==> src/design/pfc_pkg.sv <==
package pfc_pkg;
    localparam int unsigned FEAT_W = 64;
    localparam int unsigned SET_W = 8;
    localparam int unsigned STAT_W = 8;

    // Feature set numbering
    localparam logic [7:0] SET_ARCH_BASE = 8'h00;
    localparam logic [7:0] SET_ARCH_LAST = 8'h0f;
    localparam logic [7:0] SET_IMPL_BASE = 8'h10;
    localparam logic [7:0] SET_MAX = 8'h10;

    // Return status codes, two's complement
    localparam logic [7:0] ST_OK = 8'h00;
    localparam logic [7:0] ST_INVALID_ARG = 8'hfe;
    localparam logic [7:0] ST_FAILED = 8'hfd;
    localparam logic [7:0] ST_BEYOND_MAX = 8'hf8;

    // Bit positions within feature set zero
    localparam int unsigned BIT_BUS_ERROR_SIGNAL_TO_BUS_INITIALIZATION_SIGNAL = 63;
    localparam int unsigned BIT_MCA_TO_BUS_ERROR_SIGNAL = 62;
    localparam int unsigned BIT_MCA_TO_BUS_INITIALIZATION_SIGNAL = 61;
    localparam int unsigned BIT_CORRECTED_CHECK_INTERRUPT_TO_MCA = 60;
    localparam int unsigned BIT_CACHE_DISABLE = 59;

    // Set zero: implemented and controllable vectors, settings reset
    localparam logic [63:0] SET0_AVAIL = 64'hf800_0000_0000_0000;
    localparam logic [63:0] SET0_CONTROL = 64'hf800_0000_0000_0000;
    localparam logic [63:0] SET0_RESET = 64'h0000_0000_0000_0000;

    // Set sixteen: implementation-specific, fixed
    localparam logic [63:0] SET16_AVAIL = 64'h0000_0000_0000_0000;
    localparam logic [63:0] SET16_CONTROL = 64'h0000_0000_0000_0000;
    localparam logic [63:0] SET16_STATUS = 64'h0000_0000_0000_0000;
endpackage : pfc_pkg

==> src/design/pfc_feature_bank.sv <==
// Contract
// - Feature set numbers 0 to 15 are architected and 16 upward are implementation sets.
// - Implementation sets run upward from 16 without gaps, so status tells which exist.
// - A query for an unsupported architected set returns invalid argument, -2.
// - A set number above the highest supported returns -8, failure -3, success 0.
// - Each valid set reports implemented, current setting and controllable 64-bit vectors.
// - An update changes only setting bits that are implemented and controllable.
// - A controllable flag counts only where its feature is implemented.
// - Controllable settings are 0 after reset and no handler entry alters them.
// - With bit 63 set, each bus error drives bus-init unless bus-init is disabled.
// - With bit 62 set, each machine-check abort drives bus error unless that is disabled.
// - With bit 61 set, each machine-check abort drives bus-init unless that is disabled.
// - With bit 60 set, corrected checks become aborts and escalate further, if enabled.
// - With bit 59 set, references go to memory, no coherence requests, snoops miss.
module pfc_feature_bank (
    input wire logic sys_clk_in,
    input wire logic sys_rst_in,
    // Feature query and update calls
    input wire logic call_valid_in,
    input wire logic call_update_in,
    input wire logic [7:0] call_set_in,
    input wire logic [63:0] call_data_in,
    output logic resp_valid_out,
    output logic [7:0] resp_status_out,
    output logic [63:0] resp_avail_out,
    output logic [63:0] resp_settings_out,
    output logic [63:0] resp_control_out,
    // Error events and signalling enables
    input wire logic bus_error_pin_in,
    input wire logic machine_check_abort_in,
    input wire logic corrected_check_interrupt_in,
    input wire logic bus_initialization_signal_enable_in,
    input wire logic bus_error_signal_enable_in,
    input wire logic mca_enable_in,
    output logic bus_initialization_signal_out,
    output logic bus_error_signal_out,
    output logic machine_check_abort_out,
    // Cache traffic gating
    input wire logic ref_valid_in,
    input wire logic ref_hit_in,
    input wire logic coherence_req_in,
    input wire logic castout_req_in,
    input wire logic snoop_valid_in,
    input wire logic snoop_hit_in,
    output logic ref_from_cache_out,
    output logic ref_to_memory_out,
    output logic coherence_req_out,
    output logic castout_req_out,
    output logic snoop_resp_valid_out,
    output logic snoop_resp_hit_out,
    output logic cache_disabled_out
);
    logic [63:0] settings_r;
    logic [63:0] settings_nxt;
    logic [7:0] status_nxt;
    logic [63:0] writable;
    logic bus_error_signal_s1_r;
    logic bus_error_signal_s2_r;
    logic bus_error_signal_s3_r;
    logic bus_error_signal_level_r;
    logic bus_error_signal_evt;
    logic cache_off;

    // Writable only where implemented and controllable
    assign writable = pfc_pkg::SET0_AVAIL & pfc_pkg::SET0_CONTROL;

    function automatic logic [7:0] set_status(input logic [7:0] set, input logic upd);
        logic [7:0] st;
        st = pfc_pkg::ST_OK;
        if (set > pfc_pkg::SET_MAX) begin
            st = pfc_pkg::ST_BEYOND_MAX;
        end else if (set >= pfc_pkg::SET_IMPL_BASE) begin
            // Implementation set is fixed, so an update fails
            st = upd ? pfc_pkg::ST_FAILED : pfc_pkg::ST_OK;
        end else if (set != pfc_pkg::SET_ARCH_BASE) begin
            st = pfc_pkg::ST_INVALID_ARG;
        end
        return st;
    endfunction : set_status

    always_comb begin
        status_nxt = set_status(call_set_in, call_update_in);
        settings_nxt = settings_r;
        if (call_valid_in && call_update_in && call_set_in == pfc_pkg::SET_ARCH_BASE) begin
            settings_nxt = (settings_r & ~writable) | (call_data_in & writable);
        end
    end

    // Only reset and set-zero update calls change settings; handler entries have no path here
    always_ff @(posedge sys_clk_in) begin
        if (sys_rst_in) begin
            settings_r <= pfc_pkg::SET0_RESET;
        end else begin
            settings_r <= settings_nxt;
        end
    end

    always_ff @(posedge sys_clk_in) begin
        if (sys_rst_in) begin
            resp_valid_out <= 1'b0;
            resp_status_out <= pfc_pkg::ST_OK;
            resp_avail_out <= 64'h0;
            resp_settings_out <= 64'h0;
            resp_control_out <= 64'h0;
        end else begin
            resp_valid_out <= call_valid_in;
            if (call_valid_in) begin
                resp_status_out <= status_nxt;
                if (status_nxt != pfc_pkg::ST_OK) begin
                    resp_avail_out <= 64'h0;
                    resp_settings_out <= 64'h0;
                    resp_control_out <= 64'h0;
                end else if (call_set_in == pfc_pkg::SET_ARCH_BASE) begin
                    resp_avail_out <= pfc_pkg::SET0_AVAIL;
                    resp_settings_out <= settings_nxt;
                    resp_control_out <= pfc_pkg::SET0_CONTROL;
                end else begin
                    resp_avail_out <= pfc_pkg::SET16_AVAIL;
                    resp_settings_out <= pfc_pkg::SET16_STATUS;
                    resp_control_out <= pfc_pkg::SET16_CONTROL;
                end
            end
        end
    end

    // Bus error pin is asynchronous; count a rising change once stages agree
    always_ff @(posedge sys_clk_in) begin
        if (sys_rst_in) begin
            bus_error_signal_s1_r <= 1'b0;
            bus_error_signal_s2_r <= 1'b0;
            bus_error_signal_s3_r <= 1'b0;
            bus_error_signal_level_r <= 1'b0;
        end else begin
            bus_error_signal_s1_r <= bus_error_pin_in;
            bus_error_signal_s2_r <= bus_error_signal_s1_r;
            bus_error_signal_s3_r <= bus_error_signal_s2_r;
            if (bus_error_signal_s2_r == bus_error_signal_s3_r) begin
                bus_error_signal_level_r <= bus_error_signal_s3_r;
            end
        end
    end

    assign bus_error_signal_evt = bus_error_signal_s2_r & bus_error_signal_s3_r & ~bus_error_signal_level_r;

    pfc_escalate u_escalate (
        .sys_clk_in(sys_clk_in),
        .sys_rst_in(sys_rst_in),
        .bus_error_evt_in(bus_error_signal_evt),
        .machine_check_abort_in(machine_check_abort_in),
        .corrected_check_interrupt_in(corrected_check_interrupt_in),
        .bus_error_signal_to_bus_initialization_signal_in(settings_r[pfc_pkg::BIT_BUS_ERROR_SIGNAL_TO_BUS_INITIALIZATION_SIGNAL]),
        .mca_to_bus_error_signal_in(settings_r[pfc_pkg::BIT_MCA_TO_BUS_ERROR_SIGNAL]),
        .mca_to_bus_initialization_signal_in(settings_r[pfc_pkg::BIT_MCA_TO_BUS_INITIALIZATION_SIGNAL]),
        .corrected_check_interrupt_to_mca_in(settings_r[pfc_pkg::BIT_CORRECTED_CHECK_INTERRUPT_TO_MCA]),
        .bus_initialization_signal_enable_in(bus_initialization_signal_enable_in),
        .bus_error_signal_enable_in(bus_error_signal_enable_in),
        .mca_enable_in(mca_enable_in),
        .bus_initialization_signal_out(bus_initialization_signal_out),
        .bus_error_signal_out(bus_error_signal_out),
        .machine_check_abort_out(machine_check_abort_out)
    );

    assign cache_off = settings_r[pfc_pkg::BIT_CACHE_DISABLE];

    // Cache contents are not trusted while disabled; semaphores lose atomicity
    always_ff @(posedge sys_clk_in) begin
        if (sys_rst_in) begin
            ref_from_cache_out <= 1'b0;
            ref_to_memory_out <= 1'b0;
            cache_disabled_out <= 1'b0;
        end else begin
            ref_from_cache_out <= ref_valid_in & ref_hit_in & ~cache_off;
            ref_to_memory_out <= ref_valid_in & (cache_off | ~ref_hit_in);
            cache_disabled_out <= cache_off;
        end
    end

    always_ff @(posedge sys_clk_in) begin
        if (sys_rst_in) begin
            coherence_req_out <= 1'b0;
            castout_req_out <= 1'b0;
        end else begin
            coherence_req_out <= coherence_req_in & ~cache_off;
            castout_req_out <= castout_req_in & ~cache_off;
        end
    end

    always_ff @(posedge sys_clk_in) begin
        if (sys_rst_in) begin
            snoop_resp_valid_out <= 1'b0;
            snoop_resp_hit_out <= 1'b0;
        end else begin
            snoop_resp_valid_out <= snoop_valid_in;
            snoop_resp_hit_out <= snoop_valid_in & snoop_hit_in & ~cache_off;
        end
    end
endmodule : pfc_feature_bank

==> src/design/pfc_escalate.sv <==
module pfc_escalate (
    input wire logic sys_clk_in,
    input wire logic sys_rst_in,
    input wire logic bus_error_evt_in,
    input wire logic machine_check_abort_in,
    input wire logic corrected_check_interrupt_in,
    input wire logic bus_error_signal_to_bus_initialization_signal_in,
    input wire logic mca_to_bus_error_signal_in,
    input wire logic mca_to_bus_initialization_signal_in,
    input wire logic corrected_check_interrupt_to_mca_in,
    input wire logic bus_initialization_signal_enable_in,
    input wire logic bus_error_signal_enable_in,
    input wire logic mca_enable_in,
    output logic bus_initialization_signal_out,
    output logic bus_error_signal_out,
    output logic machine_check_abort_out
);
    logic corrected_check_interrupt_promoted;
    logic mca_any;

    assign corrected_check_interrupt_promoted = corrected_check_interrupt_in & corrected_check_interrupt_to_mca_in & mca_enable_in;
    assign mca_any = machine_check_abort_in | corrected_check_interrupt_promoted;

    always_ff @(posedge sys_clk_in) begin
        if (sys_rst_in) begin
            machine_check_abort_out <= 1'b0;
        end else begin
            machine_check_abort_out <= mca_any & mca_enable_in;
        end
    end

    always_ff @(posedge sys_clk_in) begin
        if (sys_rst_in) begin
            bus_error_signal_out <= 1'b0;
        end else begin
            bus_error_signal_out <= mca_any & mca_to_bus_error_signal_in & bus_error_signal_enable_in;
        end
    end

    // Both promotion paths share the one bus-init pulse
    always_ff @(posedge sys_clk_in) begin
        if (sys_rst_in) begin
            bus_initialization_signal_out <= 1'b0;
        end else begin
            bus_initialization_signal_out <= bus_initialization_signal_enable_in &
                ((bus_error_evt_in & bus_error_signal_to_bus_initialization_signal_in) | (mca_any & mca_to_bus_initialization_signal_in));
        end
    end
endmodule : pfc_escalate

==> config.mk <==
export PLATFORM = sky130hd
export DESIGN_NAME = pfc_feature_bank
export DESIGN_NICKNAME = d
export VERILOG_FILES = /design/src/design/pfc_pkg.sv /design/src/design/pfc_feature_bank.sv /design/src/design/pfc_escalate.sv
export SDC_FILE = /design/constraint.sdc
export NUM_CORES = 1
export LEC_CHECK = 0
export BUFFER_PORTS_ARGS = -buffer_cell sky130_fd_sc_hd__buf_2
export CORE_AREA = 4 4 115 117
export DETAILED_ROUTE_END_ITERATION = 8
export DIE_AREA = 0 0 119 121
export GPL_TIMING_DRIVEN = 1
export PLACE_DENSITY = 0.57
export SYNTH_ARGS = -nofsm -noshare
export SYNTH_HDL_FRONTEND = slang
export SYNTH_HIERARCHICAL = 1
export SYNTH_SLANG_ARGS = --single-unit
==> constraint.sdc <==
create_clock -name sys_clk_in -period 2.1 [get_ports sys_clk_in]
set_input_delay 0.21 -clock sys_clk_in [delete_from_list [all_inputs] [get_ports sys_clk_in]]
set_output_delay 0.21 -clock sys_clk_in [all_outputs]
set_load 0.05 [all_outputs]
# == Word level (Yosys, flattened, before mapping) ==
# Index checks and enable logic that the tools add are counted.
# word_totals
input_bits,88
ff_bits,215
# classes
order_cmp,2
mux,9
eq_ne,1
n_reduce_logical,5
bitwise_logic,24
# op_table
operator,n
$mux 64,5
$or 59x64->64,1
$mux 8,4
$and 1x1->1,17
$reduce_bool 8->1,2
$ge 8x5->1 const B,1
$gt 8x5->1 const B,1
$logic_not 8->1,1
$not 1->1,3
$or 1x1->1,3
$logic_and 1x1->1,2
$eq 1x1->1,1

# == Longest topological paths before layout ==
# Gate-level depths: netlist (run 1).
# logic_depth
word_depth,6
ltp_mapped,4

# == Modules after synthesis ==
# Netlist (run 1), hierarchy kept.
# modules_own_cells
mod,seq_area_each_um2,area_per_inst_um2,cells_each,instances
pfc_feature_bank,580.6,2504.9,291,1
pfc_escalate,60.1,123.9,11,1

# == Worst setup path before layout (run 1) ==
# OpenSTA, ideal clock, no wires.
# synth_path
path_type,reg-to-output
start,"register, netlist name resp_settings_out[58]"
end,output resp_settings_out[10]
slack_ps,-34
path_buffers,1
path_stages_with_launch,2
required_ps,1890
arrival_time_ps,1924
path_cell_list,dfxtp_1 > buf_4
# synth_rtl
item,line,text
end: declaration,pfc_feature_bank.sv:26,"output logic [63:0] resp_settings_out,"

==> results of run 1 <==
## Yosys cell counts, drive strengths merged
library cell	count
a21oi	3
and2	5
nor4b	1
and4b	1
a31oi	1
and3	2
mux2i	11
o31ai	5
or3b	1
nand3b	1
nor4	1
clkbuf	2
nand2b	1
nor3	1
nor2b	8
nor3b	2
conb	1
a32oi	1
buf	191
a22oi	1
a32o	1
mux2	1
nand4	1
nand3	5
a311oi	1
clkinv	1
nor2	6
nand2	12
dfxtp	32
ha	1
inv	1
## worst max-delay path, delay by kind of cell (launching register included)
| family | cells | cell delay, ns |
|---|---|---|
| flip-flops | 1 | 0.31 |
| buffers and inverters | 2 | 0.68 |
## cell families (layout without fill, tap and decap cells)
group           count (synthesis)  in the layout
buf+inv                       195            133
mux                            12             12
fa+ha+maj                       1              1
other cells                     1            118
simple gates                   48             48
compound gates                 13             13
flops                          32             32
## where the power goes
part / switching (mW) / internal [mW] / total, mW / leakage (nW)
sequential: 0.00480 / 0.620 / 0.625 / 0.261
clock: 0.242 / 0.496 / 0.738 / 0.0760
combinational: 0.565 / 0.0496 / 0.614 / 1.20
total: 0.811 / 1.17 / 1.98 / 1.54
## layout make-up
type	count	area (sq um)	area share
Sequential cell	32	642	0.244
Inverter	2	7.51	0.00286
Tap cell	172	215	0.0819
Clock buffer	7	153	0.0581
Multi-Input combinational cell	192	981	0.374
Timing Repair Buffer	124	628	0.239
## per-stage QoR
stage	hold slack, ns	power (mW)	instances
6_report	0.135	1.98	529
5_1_grt	0.132	2.04	529
2_1_floorplan	0.279	1.37	419
3_5_place_dp	0.412	1.25	522
4_1_cts	0.129	1.99	529
3_3_place_gp	0.413	1.25	522
## routing by layer
layer | vias to the layer above | track usage | wire (um)
met5 | - | 0 | 0
met4 | 0 | 0.0196 | 62
met3 | 6 | 0.0256 | 667
met2 | 127 | 0.0961 | 2350
met1 | 684 | 0.0571 | 1630
li1 | 764 | - | -
## path summary, 6_finish.rpt
kind	end	slack [ns]	depth (start not counted)	from
min	coherence_req_out	0.14	2	coherence_req_in
max	resp_settings_out[7]	0.60	2	resp_settings_out[58]
max reg2reg	u_escalate/bus_initialization_signal_out	1.09	4	bus_error_signal_s2_r
min reg2reg	bus_error_signal_s2_r	0.44	1	bus_error_signal_s1_r
==> results.md, run 1 <==
- Crit-path cells: buf_4 > buf_2
- TritonCTS clock tree: done
- WL per Instance: 8.90 um
- Worst slack, placed: between 0.4 and 0.5 ns
- CP required: approximately 1.9 ns
- Clk pin slew, worst setup/hold paths: roughly 0.05 ns
- Max Root-Sink Buffers: 2
- Core area: 12400 sq um
- Layout cells sized above 1: 0.387
- Synth area leader: buf_4
- Synthesized area per cell: slightly below 9 sq um
- Crit share post-route: 0.715
- Design Area, Final: ~2600 sq um
- Fin. max-slew vios: 0
- Via density per instance: 2.99
- CTS hold repair buffers: 0
- WS Path Type: flip-flop to output pin
- Number of routed nets with antenna violations: 0
- Peak Freq: around 670 MHz
- First-pass GRT wire length: 6.44 mm
- Mapped Area: 2630 sq um
- Commonest non-fill, non-tap cell in the layout: buf_2
- Startpoint class of the critical path: flip-flop
- RSZ-0062 raised after global routing: false
- Die area: 14400 sq um
- Synth Area in Adders: 0.00476
- ANT cells: 0
- Count of input and output buffers: about 120
- Core Rows: between 40 and 50
- Post-synth top area share: 0.537
- Dpl cell area: 2470 sq um
- Synth Area in Compound Gates: 0.0381
- Synth area leaders: buf_4, dfxtp_1, mux2i_1
- Peak supply drop: between 0.0004 and 0.0005 V
- Max FFs per register: 7
- Final hold vios: 0
- Crit path max-delay cell type: buf_4
- I/O pins: ~300
- Leakage: ~1.5 nW
- Largest net degree at the start of global routing: between 50 and 60
- Skew final: about 0.0019 ns
- Mux share of post-synthesis cell area: 0.0476
- Unique masters post-synth: 35
- Inserted Clock Buffers: 5
- Layout area overhead: -0.0951%
- Via count: approximately 1600
- Pwr/cell area: 753 nW/um^2
- # H-tree levels: 2
- CP peak stage delay: approximately 0.34 ns
- Max Cap Violations: 0
- Final nets: 446
- Post-Synth XOR/XNOR Area: 0
- Initial Util: 0.213
- GR Util All Layers: 0.0547
- Routed WL: about 4.7 mm
- Final GP Congestion: just under 0.7
- First-pass DRT Iterations: 3
- Clock sink total: 32
- Chip width: roughly 120 um
- Antenna violations before repair: 0
- Synth Warn #: 6
- Die H: about 120 um
- Initial detailed-routing violation count: 14
- Final WS setup: between 0.5 and 0.6 ns
- Setup violations, final: 0
- HP Class: input pin to flip-flop
- Sequential area share after synthesis: 0.244
- Post-CTS setup buffer count: 0
- Fillcell total: 1386
- Crit path DAT: roughly 1.3 ns
- Final setup TNS: 0 ns
- Root buf cell: clkbuf_16
- Outcome: complete, no violations
- FF+latch count, synth: 32
- Final Util: 0.212
- Cell count after synthesis: 302
- Crit. End Element: output pin
- Residual DRC count: 0
- Combinational family with the most area after synthesis: buffers and inverters
- Clk_lat worst skew: approximately 0.27 ns
- CTS resizes: 0
- Min Tclk post-route: about 1.5 ns
- Simple logic cell fraction of the synthesized area: 0.114
- Final HPWL DP: approximately 4 mm
- Vias in the first global route: around 1300
- Most frequent cells in the layout: buf_2, conb_1, dfxtp_1
- Total gr overflow: 0
- CP Max Fanout: between 50 and 60
- Most flops, register: resp_settings_out
- Largest regs: resp_settings_out (7), settings_r (5), resp_status_out (4)
(Power assumes the default switching activity.)
==> inputs of run 2 (changes only) <==
- PLACE_DENSITY: 0.57 -> 0.6
- clock period: 2.1 -> 1.3 ns (I/O delays scaled with it)
==> run 2 against run 1 <==
Against the previous run:
- routed wire length is 2.9% higher
- critical path type unchanged
- count of clock-buffer cells in the layout stayed put
- register-to-register slack worse by 0.81 ns
- highest routed layer unchanged
- critical endpoint is now resp_settings_out[28]
- largest cell class unchanged
==> results.md, run 2 (synthesized netlist as in run 1, its figures left out) <==
- Logic gate share of total power: 0.317
- # H-tree levels: 2
- Skew final: between 0.003 and 0.004 ns
- Fillcell total: around 1400
- Via count: 1619
- TritonCTS clock tree: done
- CP required: 1.17 ns
- CTS resizes: 0
- Peak supply drop: a little under 0.0008 V
- Layout cells sized above 1: 0.396
- Core area: 12400 sq um
- Routed WL: a little under 5 mm
- Final hold vios: 0
- Post-CTS setup buffer count: 0
- R2r setup slk: 0.28 ns
- Sequential Power Share: 0.318
- Residual DRC count: 0
- Startpoint class of the critical path: flip-flop
- Power Internal: 1.85 mW
- First-pass GRT wire length: just under 7 mm
- Crit share post-route: 0.967
- Crit. End Element: output pin
- Count of input and output buffers: 121
- Max Cap Violations: 0
- Worst hold margin: approximately 0.054 ns
- Antenna violations before repair: 0
- Switching Fraction: 0.417
- Core Rows: 41
- Setup violations, final: 0
- Most flops, register: resp_settings_out
- Clock power share: 0.366
- Via density per instance: 3.02
- RSZ-0062 raised after global routing: true
- Initial detailed-routing violation count: 17
- P_sw: around 1.3 mW
- Root buf cell: clkbuf_16
- Vias in the first global route: roughly 1300
- HP Class: input pin to flip-flop
- Clk pin slew, worst setup/hold paths: approximately 0.050 ns
- Inst Count DP: ~530
- CP Max Fanout: between 50 and 60
- Final GP Congestion: 0.743
- Inserted Clock Buffers: 5
- Critical path startpoint: resp_settings_out[58]
- I/O pins: 299
- Die area: 14400 sq um
- Largest regs: resp_settings_out (7), settings_r (5), resp_status_out (4)
- Dpl cell area: ~2500 sq um
- Die H: ~120 um
- Reg2reg path depth: 4
- Leakage: 1.57 nW
- GR Util All Layers: 0.0580
- Max Root-Sink Buffers: 2
- Final cell count without fillers: 536
- Peak Freq: about 800 MHz
- Pwr/cell area: about 1200 nW/um^2
- Clk_lat worst skew: about 0.27 ns
- Min Tclk post-route: 1.26 ns
- Number of routed nets with antenna violations: 0
- WS Path Type: flip-flop to output pin
- R2r startpoint: bus_error_signal_s2_r
- WL per Instance: roughly 9 um
- RR Endpoint: u_escalate/bus_initialization_signal_out
- Total gr overflow: 0
- Commonest non-fill, non-tap cell in the layout: conb_1
- Design Area, Final: about 2700 sq um
- Critical Path End: resp_settings_out[28]
- Final Util: 0.219
- Final HPWL DP: between 4 and 5 mm
- Initial Util: 0.213
- Most frequent cells in the layout: conb_1, buf_2, dfxtp_1
- Clock sink total: 32
- Final nets: around 450
- Chip width: 119 um
- Max FFs per register: 7
- CTS hold repair buffers: 0
- Layout area overhead: 3.14%
- Crit path DAT: about 1.1 ns
- Outcome: complete, no violations
- Largest net degree at the start of global routing: 60
- ANT cells: 0
- First-pass DRT Iterations: 4
- Fin. max-slew vios: 0
## run 2: power groups by stage
stage | Clock [mW] | Combinational [mW] | Sequential, mW
final | 1.16 | 1.00 | 1.01
after floorplan | 0 | 1.13 | 1.08
after detailed placement | 0 | 0.995 | 1.03
after global routing | 1.24 | 1.04 | 1.01
after global placement | 0 | 0.996 | 1.03
after CTS | 1.21 | 0.996 | 1.01
## run 2: how the worst min path moves through the flow
stage / depth (start not counted) / startpoint / endpoint / slack, ns
after CTS: 2 / coherence_req_in / coherence_req_out / 0.05
after detailed placement: 2 / coherence_req_in / coherence_req_out / 0.33
after global routing: 2 / coherence_req_in / coherence_req_out / 0.06
final: 2 / coherence_req_in / coherence_req_out / 0.05
after global placement: 2 / coherence_req_in / coherence_req_out / 0.33
after floorplan: 1 / sys_rst_in / u_escalate/bus_error_signal_out / 0.20
## run 2: worst max-delay path, cell delays in order, from the launching register on
cell,delay [ns]
dfxtp_4,0.34
buf_12,0.20
buf_2,0.30
## run 2: cell type report
| cell class | count | area [sq um] | area share |
|---|---|---|---|
| clock buffer | 7 | 143 | 0.0526 |
| clock inverter | 1 | 7.51 | 0.00277 |
| inverter | 2 | 7.51 | 0.00277 |
| multi-input combinational | 192 | 981 | 0.362 |
| sequential | 32 | 644 | 0.238 |
| tap | 172 | 215 | 0.0794 |
| timing repair buffer | 130 | 713 | 0.263 |
## run 2: stage by stage
stage               setup WS (ns)  setup TNS, ns  power [mW]
floorplan                  0.0384              0        2.21
global placement          -0.0707         -0.278        2.02
detailed placement        -0.0749         -0.276        2.02
CTS                        0.0109              0        3.21
global route              -0.0460          -2.08        3.29
finish                     0.0431              0        3.17
## run 2: layer usage
| layer | GRT usage | vias up | part of all wire |
|---|---|---|---|
| met5 | 0 | - | 0 |
| met4 | 0.0239 | 0 | 0.0085 |
| met2 | 0.0950 | 147 | 0.46 |
| met1 | 0.0660 | 692 | 0.36 |
| met3 | 0.0252 | 4 | 0.17 |
| li1 | - | 776 | - |
==> inputs of run 3 (changes only) <==
- RECOVER_POWER: not set -> 25
==> run 3 against run 2 <==
Against the previous run:
- via count grew 0.12%
- clock skew about the same
- count of clock-buffer cells in the layout stayed put
- combinational power is essentially flat
- maximum frequency about the same
- non-clock buffer count stayed put
- sequential power hardly changed
- setup slack improved by 0.00077 ns
- critical path type unchanged
- critical endpoint unchanged
==> results.md, run 3 (synthesized netlist as in run 1, its figures left out) <==
- CP Depth: 2
- HP Class: input pin to flip-flop
- Pwr/cell area: roughly 1200 nW/um^2
- Antenna violations before repair: 0
- First-pass DRT Iterations: 4
- Die area: ~14000 sq um
- Max FFs per register: 7
- Die H: 121 um
- Top delay family on crit path: buffers and inverters
- Layout cells sized above 1: 0.387
- TritonCTS clock tree: done
- Fillcell total: roughly 1400
- CP required: between 1 and 1.5 ns
- Startpoint class of the critical path: flip-flop
- Vias in the first global route: between 1000 and 1500
- Clock sink total: 32
- Core area: around 12000 sq um
- Crit path DAT: approximately 1.1 ns
- # H-tree levels: 2
- Crit. End Element: output pin
- Crit share post-route: 0.966
- Routed WL: 4.83 mm
- Reg2reg path depth: 4
- Min Tclk post-route: ~1.3 ns
- Clk pin slew, worst setup/hold paths: ~0.05 ns
- Via count: approximately 1600
- Final hold vios: 0
- Crit-path cells: buf_12 > buf_2
- Total gr overflow: 0
- Initial detailed-routing violation count: 12
- Worst hold stages: 2
- Peak supply drop: 0.000769 V
- CP Max Fanout: 59
- Fin. max-slew vios: 0
- Outcome: complete, no violations
- First-pass GRT wire length: 6.74 mm
- GR Util All Layers: 0.0580
- Largest regs: resp_settings_out (7), settings_r (5), resp_status_out (4)
- ANT cells: 0
- RSZ-0062 raised after global routing: true
- Core Rows: 41
- Final HPWL DP: approximately 4 mm
- Largest net degree at the start of global routing: 60
- Setup violations, final: 0
- Design Area, Final: between 2000 and 3000 sq um
- Worst hold margin: around 0.054 ns
- Most frequent cells in the layout: conb_1, buf_2, dfxtp_1
- WL per Instance: ~9.0 um
- I/O pins: ~300
- Residual DRC count: 0
- Chip width: ~120 um
- Count of input and output buffers: roughly 120
- Crit path max-delay cell type: dfxtp_4
- Layout area overhead: 2.71%
- Peak Freq: about 800 MHz
- Dpl cell area: roughly 2500 sq um
- Final nets: ~450
- Max Root-Sink Buffers: 2
- Leakage: between 1.5 and 2 nW
- Root buf cell: clkbuf_16
- Clk_lat worst skew: 0.27 ns
- Inserted Clock Buffers: 5
- Final setup TNS: 0 ns
- Number of routed nets with antenna violations: 0
- WS Path Type: flip-flop to output pin
- Initial Util: 0.213
- Max Cap Violations: 0
- Skew final: a little over 0.003 ns
- Commonest non-fill, non-tap cell in the layout: conb_1
- Via density per instance: a little over 3
- Count of buffer and inverter cells on the critical path: 2
- CP peak stage delay: roughly 0.34 ns
- Final GP Congestion: 0.743
- Most flops, register: resp_settings_out
==> run 3: cell type report <==
type	count	area, sq um	area share
timing repair buffer	130	708	0.262
tap	172	215	0.0797
multi-input combinational	192	975	0.361
clock buffer	7	143	0.0528
sequential	32	644	0.239
clock inverter	1	7.51	0.00278
inverter	2	7.51	0.00278
==> run 3: metal layers <==
layer | global-route usage | up-vias | part of all wire
li1 | - | 777 | -
met5 | 0 | - | 0
met3 | 0.0252 | 4 | 0.17
met1 | 0.0660 | 692 | 0.36
met4 | 0.0239 | 0 | 0.0085
met2 | 0.0950 | 148 | 0.46
==> run 3: timing repair <==
| action | CTS | global route |
|---|---|---|
| hold buffers | 0 | 0 |
| gates resized for setup | 0 | 6 |
| buffers inserted | 0 | 0 |
| setup endpoints to repair | 0 | 58 |
==> run 3: where the power goes <==
part	internal (mW)	switching [mW]	leakage [nW]
clock	0.761	0.396	0.0701
combinational	0.0873	0.913	1.23
sequential	0.999	0.00777	0.261
==> run 3: per-stage QoR <==
| step | worst slack [ns] | util | power, mW | cells |
|---|---|---|---|---|
| finish | 0.0439 | 0.218 | 3.16 | 536 |
| global route | -0.0460 | 0.218 | 3.28 | 536 |
| CTS | 0.0109 | 0.218 | 3.21 | 536 |
| detailed placement | -0.0749 | 0.206 | 2.02 | 528 |
| global placement | -0.0707 | 0.206 | 2.02 | 528 |
| floorplan | 0.0384 | - | 2.21 | 419 |
==> run 3: path summary, 6_finish.rpt <==
| path | from | end | slack [ns] |
|---|---|---|---|
| worst max register to register | bus_error_signal_s2_r | u_escalate/bus_initialization_signal_out | 0.28 |
| worst min register to register | bus_error_signal_s1_r | bus_error_signal_s2_r | 0.44 |
| worst min-delay path | coherence_req_in | coherence_req_out | 0.05 |
| worst max-delay path | resp_settings_out[58] | resp_settings_out[28] | 0.04 |
